===== src/design/fpc_pkg.sv =====
// package of constants and types for the flash program control block
package fpc_pkg;

  // ********************************
  // register map, byte addresses
  // ********************************
  localparam logic [7:0] CTRL_OFS       = 8'h00;
  localparam logic [7:0] TARGET_OFS     = 8'h04;
  localparam logic [7:0] KEY_OFS        = 8'h08;
  localparam logic [7:0] MAIN_SIZE_OFS  = 8'h0c;
  localparam logic [7:0] BOOT_SIZE_OFS  = 8'h10;
  localparam logic [7:0] IRQ_STAT_OFS   = 8'h14;
  localparam logic [7:0] IRQ_MASK_OFS   = 8'h18;

  // ********************************
  // control register fields
  // ********************************
  localparam int GO_BIT      = 15;
  localparam int UNLOCK_BIT  = 14;
  localparam int FAIL_BIT    = 13;
  localparam int LOW_ERR_BIT = 12;
  localparam int LOW_ACT_BIT = 11;

  // ********************************
  // operation codes
  // ********************************
  localparam logic [3:0] OP_CLEAR     = 4'h0;
  localparam logic [3:0] OP_WORD      = 4'h1;
  localparam logic [3:0] OP_ROW       = 4'h3;
  localparam logic [3:0] OP_PAGE      = 4'h4;
  localparam logic [3:0] OP_ERASE_ALL = 4'h5;

  // ********************************
  // sizes and keys
  // ********************************
  localparam logic [31:0] MAIN_SIZE_RESET = 32'h0002_0000;
  localparam logic [31:0] BOOT_SIZE_VAL   = 32'h0000_0c00;
  // key values are arbitrary
  localparam logic [31:0] KEY_FIRST       = 32'h5a5a_1234;
  localparam logic [31:0] KEY_SECOND      = 32'ha5a5_4321;
  localparam logic [1:0]  KEY_ARMED       = 2'h2;

  // interrupt status bits: done, fail, low supply error
  localparam int IRQ_DONE_BIT = 0;
  localparam int IRQ_FAIL_BIT = 1;
  localparam int IRQ_LOW_BIT  = 2;

  typedef enum logic [1:0] {ST_IDLE, ST_CHECK, ST_RUN} fpc_state_type;

endpackage


===== src/design/fpc_flash_program_control.sv =====
// flash program control: register slave, unlock detector and operation sequencer
`timescale 1ns/100ps
module fpc_flash_program_control #(
  parameter logic [31:0] MAIN_FLASH_BYTES = fpc_pkg::MAIN_SIZE_RESET
) (
  input  wire logic        sys_clk,
  input  wire logic        por_rst,
  input  wire logic        rst,
  input  wire logic [7:0]  bus_addr,
  input  wire logic [31:0] bus_wdata,
  input  wire logic        bus_wr,
  input  wire logic        bus_rd,
  output logic      [31:0] bus_rdata,
  input  wire logic        flash_done,
  input  wire logic        flash_fail,
  input  wire logic        flash_target_protected,
  input  wire logic        flash_any_protected,
  input  wire logic        low_supply_pin,
  output logic             flash_start,
  output logic      [3:0]  flash_op,
  output logic      [31:0] flash_addr,
  output logic             low_supply_detector_en,
  output logic             irq
);
  import fpc_pkg::*;

  // only the five sizes that the size register can report are accepted
  if (MAIN_FLASH_BYTES != 32'h0000_4000 && MAIN_FLASH_BYTES != 32'h0000_8000 &&
      MAIN_FLASH_BYTES != 32'h0001_0000 && MAIN_FLASH_BYTES != 32'h0002_0000 &&
      MAIN_FLASH_BYTES != 32'h0004_0000) begin : g_bad_size
    $error("main flash size not supported");
  end

  // ********************************
  // state
  // ********************************
  typedef struct packed {
    fpc_state_type st;
    logic          go;
    logic          unlock_en;
    logic          fail;
    logic          low_err;
    logic          low_act;
    logic [3:0]    op;
    logic [31:0]   addr_sw;
    logic [31:0]   addr_hold;
    logic [1:0]    key_stage;
    logic          start;
    logic [3:0]    op_out;
    logic [2:0]    stat;
    logic [2:0]    mask;
    logic          irq;
    logic [31:0]   rdata;
    logic          ls_meta;
    logic          ls_sync;
  } fpc_regs_type;

  localparam fpc_regs_type REGS_RESET = '{
    st: ST_IDLE, go: 1'b0, unlock_en: 1'b0, fail: 1'b0, low_err: 1'b0,
    low_act: 1'b0, op: 4'h0, addr_sw: 32'h0, addr_hold: 32'h0,
    key_stage: 2'h0, start: 1'b0, op_out: 4'h0, stat: 3'h0, mask: 3'h0,
    irq: 1'b0, rdata: 32'h0, ls_meta: 1'b0, ls_sync: 1'b0};

  fpc_regs_type state_reg;
  fpc_regs_type state_next;

  function automatic logic [31:0] ctrl_word(input fpc_regs_type s);
    logic [31:0] w;
    w              = 32'h0;
    w[GO_BIT]      = s.go;
    w[UNLOCK_BIT]  = s.unlock_en;
    w[FAIL_BIT]    = s.fail;
    w[LOW_ERR_BIT] = s.low_err;
    w[LOW_ACT_BIT] = s.low_act;
    w[3:0]         = s.op;
    return w;
  endfunction

  function automatic logic is_targeted(input logic [3:0] op);
    return (op == OP_WORD) || (op == OP_ROW) || (op == OP_PAGE);
  endfunction

  // ********************************
  // next state
  // ********************************
  always_comb begin
    logic       wr_ctrl;
    logic       go_req;
    logic       finish;
    logic [2:0] events;
    wr_ctrl    = bus_wr && (bus_addr == CTRL_OFS);
    go_req     = 1'b0;
    finish     = 1'b0;
    events     = 3'h0;
    state_next = state_reg;
    state_next.start = 1'b0;
    state_next.rdata = 32'h0;

    // low supply pin is asynchronous
    state_next.ls_meta = low_supply_pin;
    state_next.ls_sync = state_reg.ls_meta;

    // unlock detector: any access other than the right key breaks the sequence
    // the arm lasts one access, so a stray read between key and go needs a new pair
    if (bus_wr || bus_rd) begin
      state_next.key_stage = 2'h0;
      if (bus_wr && bus_addr == KEY_OFS) begin
        if (state_reg.key_stage == 2'h0 && bus_wdata == KEY_FIRST) begin
          state_next.key_stage = 2'h1;
        end else if (state_reg.key_stage == 2'h1 && bus_wdata == KEY_SECOND) begin
          state_next.key_stage = KEY_ARMED;
        end
      end
    end

    // ********************************
    // register writes
    // ********************************
    if (wr_ctrl) begin
      if (!state_reg.unlock_en) begin
        state_next.op = bus_wdata[3:0];
      end
      state_next.unlock_en = bus_wdata[UNLOCK_BIT];
      go_req = bus_wdata[GO_BIT] && state_reg.unlock_en && !state_reg.go &&
               state_reg.key_stage == KEY_ARMED;
    end
    if (bus_wr && bus_addr == TARGET_OFS) begin
      state_next.addr_sw = bus_wdata;
    end
    if (bus_wr && bus_addr == IRQ_MASK_OFS) begin
      state_next.mask = bus_wdata[2:0];
    end
    if (go_req) begin
      state_next.go        = 1'b1;
      state_next.addr_hold = state_reg.addr_sw;
      state_next.st        = ST_CHECK;
    end

    // ********************************
    // sequencer
    // ********************************
    unique case (state_reg.st)
      ST_IDLE: begin
      end
      ST_CHECK: begin
        // protection is a level from the array side, looked at once, here
        if (is_targeted(state_reg.op)) begin
          if (flash_target_protected) begin
            finish = 1'b1;
          end else begin
            state_next.start  = 1'b1;
            state_next.op_out = state_reg.op;
            state_next.st     = ST_RUN;
          end
        end else if (state_reg.op == OP_ERASE_ALL) begin
          if (flash_any_protected) begin
            finish = 1'b1;
          end else begin
            state_next.start  = 1'b1;
            state_next.op_out = state_reg.op;
            state_next.st     = ST_RUN;
          end
        end else begin
          if (state_reg.op == OP_CLEAR) begin
            state_next.fail    = 1'b0;
            state_next.low_err = 1'b0;
          end
          finish = 1'b1;
        end
      end
      ST_RUN: begin
        if (flash_done) begin
          state_next.fail = flash_fail;
          events[IRQ_FAIL_BIT] = flash_fail;
          finish = 1'b1;
        end
      end
      default: begin
        state_next.st = ST_IDLE;
      end
    endcase
    if (finish) begin
      state_next.go = 1'b0;
      state_next.st = ST_IDLE;
      events[IRQ_DONE_BIT] = 1'b1;
    end

    // detector runs off the current enable; error flag cleared by code zero, live flag is not
    state_next.low_act = state_reg.unlock_en && state_reg.ls_sync;
    if (state_reg.unlock_en && state_reg.ls_sync) begin
      state_next.low_err = 1'b1;
      events[IRQ_LOW_BIT] = !state_reg.low_err;
    end

    // ********************************
    // reads, interrupt status
    // ********************************
    if (bus_rd) begin
      unique case (bus_addr)
        CTRL_OFS:      state_next.rdata = ctrl_word(state_reg);
        TARGET_OFS:    state_next.rdata = state_reg.addr_sw;
        MAIN_SIZE_OFS: state_next.rdata = MAIN_FLASH_BYTES;
        BOOT_SIZE_OFS: state_next.rdata = BOOT_SIZE_VAL;
        IRQ_STAT_OFS:  state_next.rdata = {29'h0, state_reg.stat};
        IRQ_MASK_OFS:  state_next.rdata = {29'h0, state_reg.mask};
        default:       state_next.rdata = 32'h0;
      endcase
    end
    // set wins over the read clear
    if (bus_rd && bus_addr == IRQ_STAT_OFS) begin
      state_next.stat = events;
    end else begin
      state_next.stat = state_reg.stat | events;
    end
    state_next.irq = |(state_next.stat & state_next.mask);

    // device reset touches only the unlock path
    if (rst) begin
      state_next.unlock_en = 1'b0;
      state_next.key_stage = 2'h0;
      // a start already decided stands; run would otherwise wait for a done that never comes
    end
  end

  always_ff @(posedge sys_clk) begin
    if (por_rst) begin
      state_reg <= REGS_RESET;
    end else begin
      state_reg <= state_next;
    end
  end

  assign bus_rdata              = state_reg.rdata;
  assign flash_start            = state_reg.start;
  assign flash_op               = state_reg.op_out;
  assign flash_addr             = state_reg.addr_hold;
  assign low_supply_detector_en = state_reg.unlock_en;
  assign irq                    = state_reg.irq;
endmodule


===== config.mk =====
export PLATFORM = sky130hd
export DESIGN_NAME = fpc_flash_program_control
export DESIGN_NICKNAME = d
export VERILOG_FILES = /design/src/design/fpc_pkg.sv /design/src/design/fpc_flash_program_control.sv
export SDC_FILE = /design/constraint.sdc
export NUM_CORES = 1
export LEC_CHECK = 0
export ABC_AREA = 0
export BUFFER_PORTS_ARGS = -buffer_cell sky130_fd_sc_hd__buf_4
export CAP_MARGIN = 10
export CORE_MARGIN = 1.5
export CORE_UTILIZATION = 40
export DETAILED_ROUTE_END_ITERATION = 16
export PLACE_DENSITY = 0.67
export SYNTH_ARGS = -nofsm -noshare
export SYNTH_HDL_FRONTEND = slang
export SYNTH_SLANG_ARGS = --single-unit

===== constraint.sdc =====
create_clock -name sys_clk -period 4.4 [get_ports sys_clk]
set_clock_uncertainty 0.1 [all_clocks]
set_input_delay 0.66 -clock sys_clk [delete_from_list [all_inputs] [get_ports sys_clk]]
set_output_delay 0.66 -clock sys_clk [all_outputs]
set_load 0.05 [all_outputs]

# == Word level (Yosys, flattened, before mapping) ==
# Cells that the tools add are included.
# totals
out_inout_bits,71
latchBits,0
regBits,123
mem_bits_ro,0
word_cells,115
inputBits,50
memories,0
mem_bits_rw,0
# classes
mul,0
magnitude_cmp,0
n_shift,0
n_addsub,0
div,0
n_reduce_logical,34
muxes,34
bitwise_logic,5
eq_ne,24
# ops
operator,n
case mux 32 bit (6 select lines),1
"equality test 32 x 31 -> 1 bit, second input constant",1
"equality test 32 bit, second input constant",1
"equality test 8 x 5 -> 1 bit, second input constant",3
two-way mux 2 bit,10
two-way mux 5 bit,4
"equality test 8 x 4 -> 1 bit, second input constant",2
"inequality test 2 bit, second input constant",7
two-way mux 1 bit,13
logical AND 1 bit,11
OR reduction 2 bit,5
two-way mux 3 bit,3
"equality test 4 x 3 -> 1 bit, second input constant",2
"equality test 8 x 3 -> 1 bit, second input constant",1
zero test 8 bit,1
AND reduction 4 bit,2
nonzero test 2 bit,4
AND reduction 5 bit,1
"equality test 2 x 1 -> 1 bit, second input constant",2
"equality test 2 bit, second input constant",2
"equality test 4 x 1 -> 1 bit, second input constant",1
"equality test 4 x 2 -> 1 bit, second input constant",1
zero test 2 bit,2
zero test 4 bit,1
other kinds (10),16

# == Longest topological paths before layout ==
# Gate-level depths: netlist (run 1).
# logic_depth
ltp_word,10
ltp_mapped,8
ltp_nobuf,7

# == Worst setup path before layout (run 1) ==
# Ideal clock, no wire load.
# synth_path
path_type,input-to-reg
startpoint,in bus_addr[7]
endpoint,"reg state_reg, in the netlist flash_addr[10]"
n_path_buf,2
arrival_time_ps,1958
path_slack_ps,2210
setup_ps,132
required_ps,4168
stages,7
cell_sequence,nor4_4 -> nand4_2 -> or3_1 -> buf_2 -> buf_2 -> nand2_1 -> a21oi_1
# synth_between
elab_chain_len,3
# synth_lines
item,line_no,text
from (decl),fpc_flash_program_control.sv:9,"input wire logic [7:0] bus_addr,"
zero test 8 bit,fpc_flash_program_control.sv:91,wr_ctrl = bus_wr && (bus_addr == CTRL_OFS);
logical AND 1 bit,fpc_flash_program_control.sv:91,
two-way mux 1 bit,fpc_flash_program_control.sv:119,if (wr_ctrl) begin
to (signal assigned),fpc_flash_program_control.sv:229,state_reg <= state_next;
to (decl),fpc_flash_program_control.sv:64,fpc_regs_type state_reg;
# No other way between the ends.
# A chain may end at the register's enable or synchronous reset.

# == Worst setup path after layout (run 1) ==
# layout_path
startpoint,in bus_addr[7]
endpoint,reg state_reg[105] in the netlist's numbering
# layout_between
elab_chain_len,2
# layout_lines
item,line_no,text
equality test 8 x 3 -> 1 bit,fpc_flash_program_control.sv:127,if (bus_wr && bus_addr == TARGET_OFS) begin
logical AND 1 bit,fpc_flash_program_control.sv:127,
# No other way between the ends.

==> impl_metrics.toml, run 1 <==
[floorplanning]
start_util_pct = 40.9
rows = 41
die_area_mm2 = 0.0135
coreArea_mm2 = 0.0126
die_y_um = 116
die_w_um = 116
io_pins = 121

[pwr]
p_sw_share_pct = 19.4
seq_power_share_pct = 42.5
power_per_cell_area_mw_per_mm2 = 420
switchingPower_mw = 0.510
leakage_nw = 2.41
irDropWorstVdd_mv = 0.283
p_total_mw = 2.63
intPower_mw = 2.12
clkPwrFrac_pct = 54.3
combinationalPowerShare_pct = 3.2

[detailed_routing]
vias_per_cell = 4.98
num_vias = 4135
first_iter_violations = 277
drcViolationCount = 0
ant_nets = 0
wirelength_um = 12400
drtPass1Iterations = 5
drt-wirelength-per-cell_um = 14.9

[yosys]
synthCells = 600
synth.distinct_cells = 47
synthArstFlopShare_pct = 0
syn_avg_cell_area_um2 = 8.56
syn_area_mm2 = 0.00514
ys.flop_type = "dfxtp_1"
syn_nets = 654
seq_area_frac_synth_pct = 47.9
synth-edff-count = 0
yosysWarnings = 0
synth-seq-cells = 123

[critical_path]
crit_arrival_ps = 2800
setup.worst_path.class = "in2reg"
cp_slowest_cell = "and3_1"
critical_path.max_stage_delay_ps = 960
crit_path_start_kind = "primary input"
crit_path_end_kind = "flop"
cp.required_ps = 4620
cp_max_fo = 32
cp_cell_sequence = "buf_4 > or4_4 > nor3_2 > and3_1 > nand2_1 > a21oi_1"
r2r_slack_ps = 2340

[final_layout]
finalNetCount = 699
fin_area_mm2 = 0.00626
syn2layout_area_growth_pct = 21.8
finish.utilization_pct = 49.8
diodes = 0
final_cells = 830
mostFrequentLayoutCells = "133 x nand2_1, 123 x dfxtp_1, 123 x buf_4"
final_common_cell = "nand2_1"
layout-drive-gt1-share_pct = 24.5
largest_reg_flops = 51
fill_cells = 1193

[placement]
dp_cells = 797
dpl.hpwl_um = 8770
placed_area_mm2 = 0.00564
port_buffers = 120
globalplace.congestion = 0.872

[clock_tree]
clock-sinks = 123
post_cts_buffers = 0
clk_pin_slew_worst_paths_ps = 50
cts_tree = "yes"
insertion_delay_ps = 410
htree_levels = 4
root_buffer = "clkbuf_16"
clock_path_buffers = 2
holdBufCountCts = 0
cts_resized = 0
numCtsBuffers = 17

[timing]
min_period_over_period_pct = 58.5
setup-tns-final_ps = 0
rsz0062_at_grt = "no"
fmax_mhz = 389
finalHoldViolCount = 0
min_period_ps = 2570
drv_slew = 0
setup_viol = 0
worst_pin_slew_ps = 1170
relSlewSlack_pct = 21.8

[global_route]
grt_pass1_wl_um = 18800
grt_use_total_pct = 18.3
grt_overflow = 0
grt_max_degree = 94
first_global_vias = 3815
antenna_found_initial = 0

[hold_path]
hp-class = "in2reg"

[status]
outcome = "finished, final reports clean"

[job]
drv_cap = 0
==> synth_stat cells (4+ instances only) <==
cell type / instances / area, um2
nor3_1: 7 / 35.0
a22oi_1: 10 / 75.1
nor4bb_1: 4 / 40.0
ha_1: 4 / 50.1
a21oi_1: 73 / 365
nand4_1: 4 / 25.0
mux2i_1: 9 / 90.1
nor2_1: 30 / 113
o21ai_0: 5 / 25.0
nand2b_1: 9 / 56.3
dfxtp_1: 123 / 2460
and2_1: 21 / 131
nand2_1: 133 / 499
buf_2: 11 / 55.1
buf_4: 68 / 510
nor2b_1: 10 / 62.6
nand3_1: 4 / 20.0
inv_1: 8 / 30.0
or3_1: 4 / 25.0
clkbuf_1: 18 / 67.6
==> worst max-delay path, delay by kind of cell <==
family | cells | cell delay, ps
compound gates | 1 | 190
buf+inv | 1 | 120
simple gates | 4 | 1800
==> power groups by stage <==
stage | clock [mW] | sequential [mW] | combinational, mW
after floorplan | 0 | 1.14 | 0.0288
after global placement | 0 | 1.14 | 0.0827
after detailed placement | 0 | 1.14 | 0.0833
after CTS | 1.45 | 1.12 | 0.0839
after global routing | 1.49 | 1.12 | 0.0907
final | 1.43 | 1.12 | 0.0848
==> through the flow <==
| stage | setup slack, ps | hold slack (ps) |
|---|---|---|
| floorplan | 2210 | 314 |
| detailed placement | 1420 | 329 |
| finish | 1830 | 337 |
| global route | 1660 | 329 |
| CTS | 1820 | 323 |
| global placement | 1500 | 331 |
==> area by class of cell <==
| class | instances | area (um2) | share of cell area, % |
|---|---|---|---|
| clock buffer | 26 | 509 | 8.13 |
| clock inverter | 6 | 108 | 1.72 |
| inverter | 8 | 30.0 | 0.480 |
| multi-input combinational | 371 | 2010 | 32.1 |
| sequential | 123 | 2460 | 39.3 |
| tap | 172 | 215 | 3.44 |
| timing repair buffer | 124 | 928 | 14.8 |
==> final timing paths <==
kind,from,endpoint,cells past startpoint
setup / recovery,bus_addr[7],state_reg[105],6
hold reg to reg,state_next[0],state_reg[0],1
setup reg to reg,state_reg[114],flash_op[0],5
hold / removal,rst,state_reg[47],2
==> routing by layer <==
layer,share of wire (%),up-vias,GRT usage [%],wire length (um)
met5,0,-,0,0
met4,2.7,0,9.59,329
met3,6.3,24,4.67,780
met2,47,148,29.3,5880
met1,44,1936,22.9,5400
li1,-,2027,-,-
==> cell families (layout without fill, tap and decap cells) <==
family,Yosys count,in the layout,share of synthesized area (%)
AOI/OAI and AO/OA,104,104,11.8
adders and majority gates,4,4,0.974
buffers and inverters,106,164,13.1
DFF,123,123,47.9
muxes,9,9,1.75
and+or+nand+nor,254,254,24.4
Note: power is estimated with default switching activity, not from simulation.
==> inputs of run 2 (changes only) <==
--- a/config.mk
+++ b/config.mk
@@ -11,7 +11,7 @@
 export CORE_MARGIN = 1.5
 export CORE_UTILIZATION = 40
 export DETAILED_ROUTE_END_ITERATION = 16
-export PLACE_DENSITY = 0.67
+export PLACE_DENSITY = 0.7
 export SYNTH_ARGS = -nofsm -noshare
 export SYNTH_HDL_FRONTEND = slang
 export SYNTH_SLANG_ARGS = --single-unit
==> constraint.sdc (replaced) <==
create_clock -name sys_clk -period 2.1 [get_ports sys_clk]
set_clock_uncertainty 0.1 [all_clocks]
set_input_delay 0.315 -clock sys_clk [delete_from_list [all_inputs] [get_ports sys_clk]]
set_output_delay 0.315 -clock sys_clk [all_outputs]
set_load 0.05 [all_outputs]
==> run 2 against run 1 <==
Against the previous run:
- sequential share of layout area is 0.60 points lower
- clock power is 90% higher
- count of clock-buffer cells in the layout is 4 lower
- routed wire length is 1.1% higher
- sequential cell count stayed put
- hold slack worse by 300 ps
- critical path depth is 1 higher
- die area stayed put
- via count is 0.22% lower
- worst setup slack worse by 1700 ps
- non-clock buffer count is 14 higher
- first-iteration DRC count is 6.1% higher
- critical path type is now reg2reg
- largest cell class unchanged
- largest power group unchanged
==> impl_metrics.toml, run 2 (same netlist as run 1, synthesis figures left out) <==
[critical_path]
crit_path_start_kind = "flop"
r2r_slack_ps = 170
cp_max_fo = 6
setup.worst_path.class = "reg2reg"
crit_path_end_kind = "flop"
crit_arrival_ps = 2160
cp.required_ps = 2330

[global_route]
grt_pass1_wl_um = 19600
antenna_found_initial = 0
first_global_vias = 4075
grt_overflow = 0
grt_use_total_pct = 19.1
grt_max_degree = 64

[detailed_routing]
wirelength_um = 12500
drcViolationCount = 0
drt-wirelength-per-cell_um = 14.9
num_vias = 4126
drtPass1Iterations = 5
first_iter_violations = 294
vias_per_cell = 4.89
ant_nets = 0

[floorplanning]
coreArea_mm2 = 0.0126
die_y_um = 116
io_pins = 121
die_area_mm2 = 0.0135
die_w_um = 116
rows = 41
start_util_pct = 40.9

[pwr]
intPower_mw = 4.18
clkPwrFrac_pct = 51.9
irDropWorstVdd_mv = 0.436
leakage_nw = 2.48
seq_power_share_pct = 44.6
switchingPower_mw = 1.07
power_per_cell_area_mw_per_mm2 = 825
p_sw_share_pct = 20.3
combinationalPowerShare_pct = 3.5

[timing]
rsz0062_at_grt = "no"
drv_slew = 0
holdWs_ps = 32.4
relSlewSlack_pct = 56.2
setup_viol = 0
worst_pin_slew_ps = 657
fmax_mhz = 517
setup-tns-final_ps = 0
min_period_ps = 1930
min_period_over_period_pct = 92.1
finalHoldViolCount = 0

[clock_tree]
cts_tree = "yes"
clock_path_buffers = 2
clk_pin_slew_worst_paths_ps = 60
numCtsBuffers = 17
root_buffer = "clkbuf_16"
clock-sinks = 123
htree_levels = 4
insertion_delay_ps = 400
post_cts_buffers = 0

[hold_path]
hp-class = "in2reg"

[final_layout]
finalNetCount = 713
syn2layout_area_growth_pct = 23.7
final_cells = 843
diodes = 0
largest_reg_flops = 51
mostFrequentLayoutCells = "133 x nand2_1, 133 x buf_4, 123 x dfxtp_1"
fin_area_mm2 = 0.00636
layout-drive-gt1-share_pct = 25.9

[placement]
dpl.hpwl_um = 9100
dp_cells = 811
globalplace.congestion = 0.849
port_buffers = 120
placed_area_mm2 = 0.00579

[job]
drv_cap = 0

[status]
outcome = "finished, final reports clean"
## run 2: changes by cell type in the layout (fill, tap and decap cells not counted), sizes merged
cell         previous run  this run
clkbuf                 26        22
bufinv                  3         2
buf                   124       137
clkinv                  2         6
dlygate4sd3             0         1
## run 2: repair_timing
action / CTS / global route
endpoints found under the setup margin: 0 / 2
resized for setup: 0 / 1
hold endpoints to repair: 3 / 0
hold buffers: 1 / 0
## run 2: area by class of cell
type	count	area, um2
Sequential cell	123	2460
Tap cell	172	215
Multi-Input combinational cell	371	2010
Inverter	8	30.0
Fill cell	1175	6210
Timing Repair Buffer	138	1090
Clock inverter	9	97.6
Clock buffer	22	454
## run 2: through the flow
stage	utilization, %	power (mW)	setup slack (ps)
after floorplan	-	2.45	255
after global placement	46.1	2.57	50.5
after detailed placement	46.1	2.57	34.5
after CTS	50.6	5.28	122
after global routing	50.6	5.42	49.9
final	50.6	5.24	167
## run 2: path summary, 6_finish.rpt
kind | depth (start not counted) | endpoint | start
setup / recovery | 7 | state_reg[121] | state_reg[121]
hold / removal | 2 | state_next[0] | low_supply_pin
setup reg to reg | 7 | state_reg[121] | state_reg[121]
hold reg to reg | 1 | state_reg[0] | state_next[0]
## run 2: routing by layer
metal	up-vias	part of all wire, %	track usage, %
met5	-	0	0
met4	0	2.0	8.94
met3	21	5.3	4.36
met2	128	49	32.1
met1	1923	44	23.3
li1	2054	-	-
## run 2: power groups by stage
stage                     combinational (mW)  sequential [mW]  clock [mW]
after floorplan                       0.0603             2.39           0
after global placement                 0.179             2.39           0
after detailed placement               0.181             2.39           0
after CTS                              0.183             2.34        2.76
after global routing                   0.198             2.34        2.88
final                                  0.184             2.34        2.72
## run 2: worst max-delay path, stage by stage, from the launching register on
cell      delay (ps)
dfxtp_1          370
inv_1            100
ha_1             270
a22oi_1          170
nor2b_1           60
a41o_1           260
or3_1            360
a211oi_2         150
==> inputs of run 3 (changes only) <==
--- a/config.mk
+++ b/config.mk
@@ -9,9 +9,9 @@
 export BUFFER_PORTS_ARGS = -buffer_cell sky130_fd_sc_hd__buf_4
 export CAP_MARGIN = 10
 export CORE_MARGIN = 1.5
-export CORE_UTILIZATION = 40
+export CORE_UTILIZATION = 48
 export DETAILED_ROUTE_END_ITERATION = 16
-export PLACE_DENSITY = 0.7
+export PLACE_DENSITY = 0.8
 export SYNTH_ARGS = -nofsm -noshare
 export SYNTH_HDL_FRONTEND = slang
 export SYNTH_SLANG_ARGS = --single-unit
==> run 3 against run 2 <==
Against the previous run:
- sequential power about the same
- power up 8.2%
- final cell count down 0.36%
- global-route usage up 4.5 points
- non-clock buffer count up 32
- sequential cell count unchanged
- largest cell class unchanged
- register-to-register slack worse by 40 ps
==> impl_metrics.toml, run 3 (same netlist as run 1, synthesis figures left out) <==
[status]
outcome = "finished, final reports clean"

[critical_path]
r2r-end = "state_reg[121]"
crit_path_end_kind = "flop"
cp.required_ps = 2430
crit_path_start_kind = "primary input"
crit_arrival_ps = 2350
r2r-start = "state_reg[122]"
crit_start = "flash_target_protected"
r2r_slack_ps = 130
path_buf_inv = 2
cp_slowest_cell = "dlygate4sd3_1"
timing.reg2reg.worst_path_depth = 7
crit_path_frequent_cell = "or3_1"
cp_max_fo = 4
cp_cell_sequence = "dlygate4sd3_1 > buf_4 > nand2b_1 > or3_1 > a41o_1 > or3_1 > a211oi_2"
crit_family = "simple AND/OR/NAND/NOR gates"
setup.worst_path.class = "in2reg"
critical_path.max_stage_delay_ps = 540

[global_route]
grt_pass1_wl_um = 20800
antenna_found_initial = 0
grt_max_degree = 62
grt_overflow = 0
first_global_vias = 4209
grt_use_total_pct = 23.6

[clock_tree]
numCtsBuffers = 17
clock_path_buffers = 2
htree_levels = 4
insertion_delay_ps = 510
cts_tree = "yes"
post_cts_buffers = 0
clock-sinks = 123
root_buffer = "clkbuf_8"
clk_pin_slew_worst_paths_ps = 60

[final_layout]
fill_cells = 835
diodes = 0
layout-drive-gt1-share_pct = 25.1
fin_area_mm2 = 0.00671
final-seq-area_mm2 = 0.00246
multiInputGateArea_mm2 = 0.00201
syn2layout_area_growth_pct = 30.6
finalNetCount = 745
mostFrequentLayoutCells = "133 x nand2_1, 132 x buf_4, 123 x dfxtp_1"
largest_reg_flops = 51
final_common_cell = "nand2_1"

[placement]
placed_area_mm2 = 0.00572
port_buffers = 120
globalplace.congestion = 0.926
dpl.hpwl_um = 8690

[detailed_routing]
wirelength_um = 13300
drcViolationCount = 0
drt-wirelength-per-cell_um = 15.8
num_vias = 4404
vias_per_cell = 5.24
drtPass1Iterations = 5
ant_nets = 0
first_iter_violations = 259

[timing]
relSlewSlack_pct = 58.1
drv_slew = 0
min_period_over_period_pct = 96.0
finalHoldViolCount = 0
setup-tns-final_ps = 0
min_period_ps = 2020
fmax_mhz = 496
worst_pin_slew_ps = 629
setup_viol = 0
rsz0062_at_grt = "no"

[hold_path]
hp-class = "in2reg"
hold-path-cell-count = 4
hold_start = "bus_wdata[31]"
whs_endpoint = "state_reg[46]"

[pwr]
seq_power_share_pct = 41.2
clkPwrFrac_pct = 54.6
switchingPower_mw = 1.17
p_total_mw = 5.68
intPower_mw = 4.51
power_per_cell_area_mw_per_mm2 = 846
combinationalPowerShare_pct = 4.2
leakage_nw = 2.63
p_sw_share_pct = 20.5
irDropWorstVdd_mv = 0.569

[floorplanning]
coreArea_mm2 = 0.0104
die_y_um = 106
io_pins = 121
die_w_um = 106
start_util_pct = 49.6
rows = 37
die_area_mm2 = 0.0113

[job]
drv_cap = 0
[run 3: changes by cell type in the layout (fill, tap and decap cells not counted), moves of 2 or more]
cell and change:
dlygate4sd3_1 +34, clkbuf_1 -4, bufinv_16 +3, clkinv_2 -3, clkinv_4 +3, clkinvlp_4 +2
[run 3: worst max path at each step]
stage / endpoint / cells after the start
3_5_place_dp: irq / 6
2_1_floorplan: flash_addr[10] / 7
4_1_cts: state_reg[121] / 7
6_report: state_reg[121] / 7
5_1_grt: state_reg[121] / 7
3_3_place_gp: irq / 6
[run 3: layout make-up]
cell class | instances | share of cell area [%]
Inverter | 8 | 0.447
Clock inverter | 15 | 3.32
Tap cell | 136 | 2.53
Clock buffer | 17 | 6.17
Multi-Input combinational cell | 371 | 30.0
Sequential cell | 123 | 36.7
Timing Repair Buffer | 170 | 20.9
[run 3: through the flow]
step	util [%]	hold WS [ps]	worst slack (ps)	cells
final	64.7	27.6	83.8	840
after global routing	64.7	32.8	1.79	840
after global placement	55.2	331	48.0	773
after detailed placement	55.2	323	4.68	773
after CTS	64.7	19.6	130	840
after floorplan	-	288	255	600
[run 3: timing repair]
item,CTS,global route
gates resized for setup,0,1
hold endpoints to repair,39,0
hold buffers,35,0
setup endpoints to repair,0,1
[run 3: per-layer routing]
| metal | GRT usage, % | routed length, um |
|---|---|---|
| met1 | 27.8 | 5430 |
| met2 | 41.1 | 6650 |
| met3 | 5.89 | 880 |
| met4 | 9.62 | 342 |
| met5 | 0 | 0 |
[run 3: power by group through the flow]
stage / logic (mW) / registers [mW] / clock network (mW)
floorplan: 0.0603 / 2.39 / 0
global placement: 0.175 / 2.39 / 0
detailed placement: 0.179 / 2.39 / 0
CTS: 0.233 / 2.34 / 3.12
global route: 0.254 / 2.34 / 3.25
finish: 0.240 / 2.34 / 3.10
[run 3: worst reg2reg max path: stages, from the launching register on]
cell and delay [ps]:
dfxtp_1 380, inv_1 80, ha_1 270, a22oi_1 220, nor2b_1 70, a41o_1 270, or3_1 360, a211oi_2 150
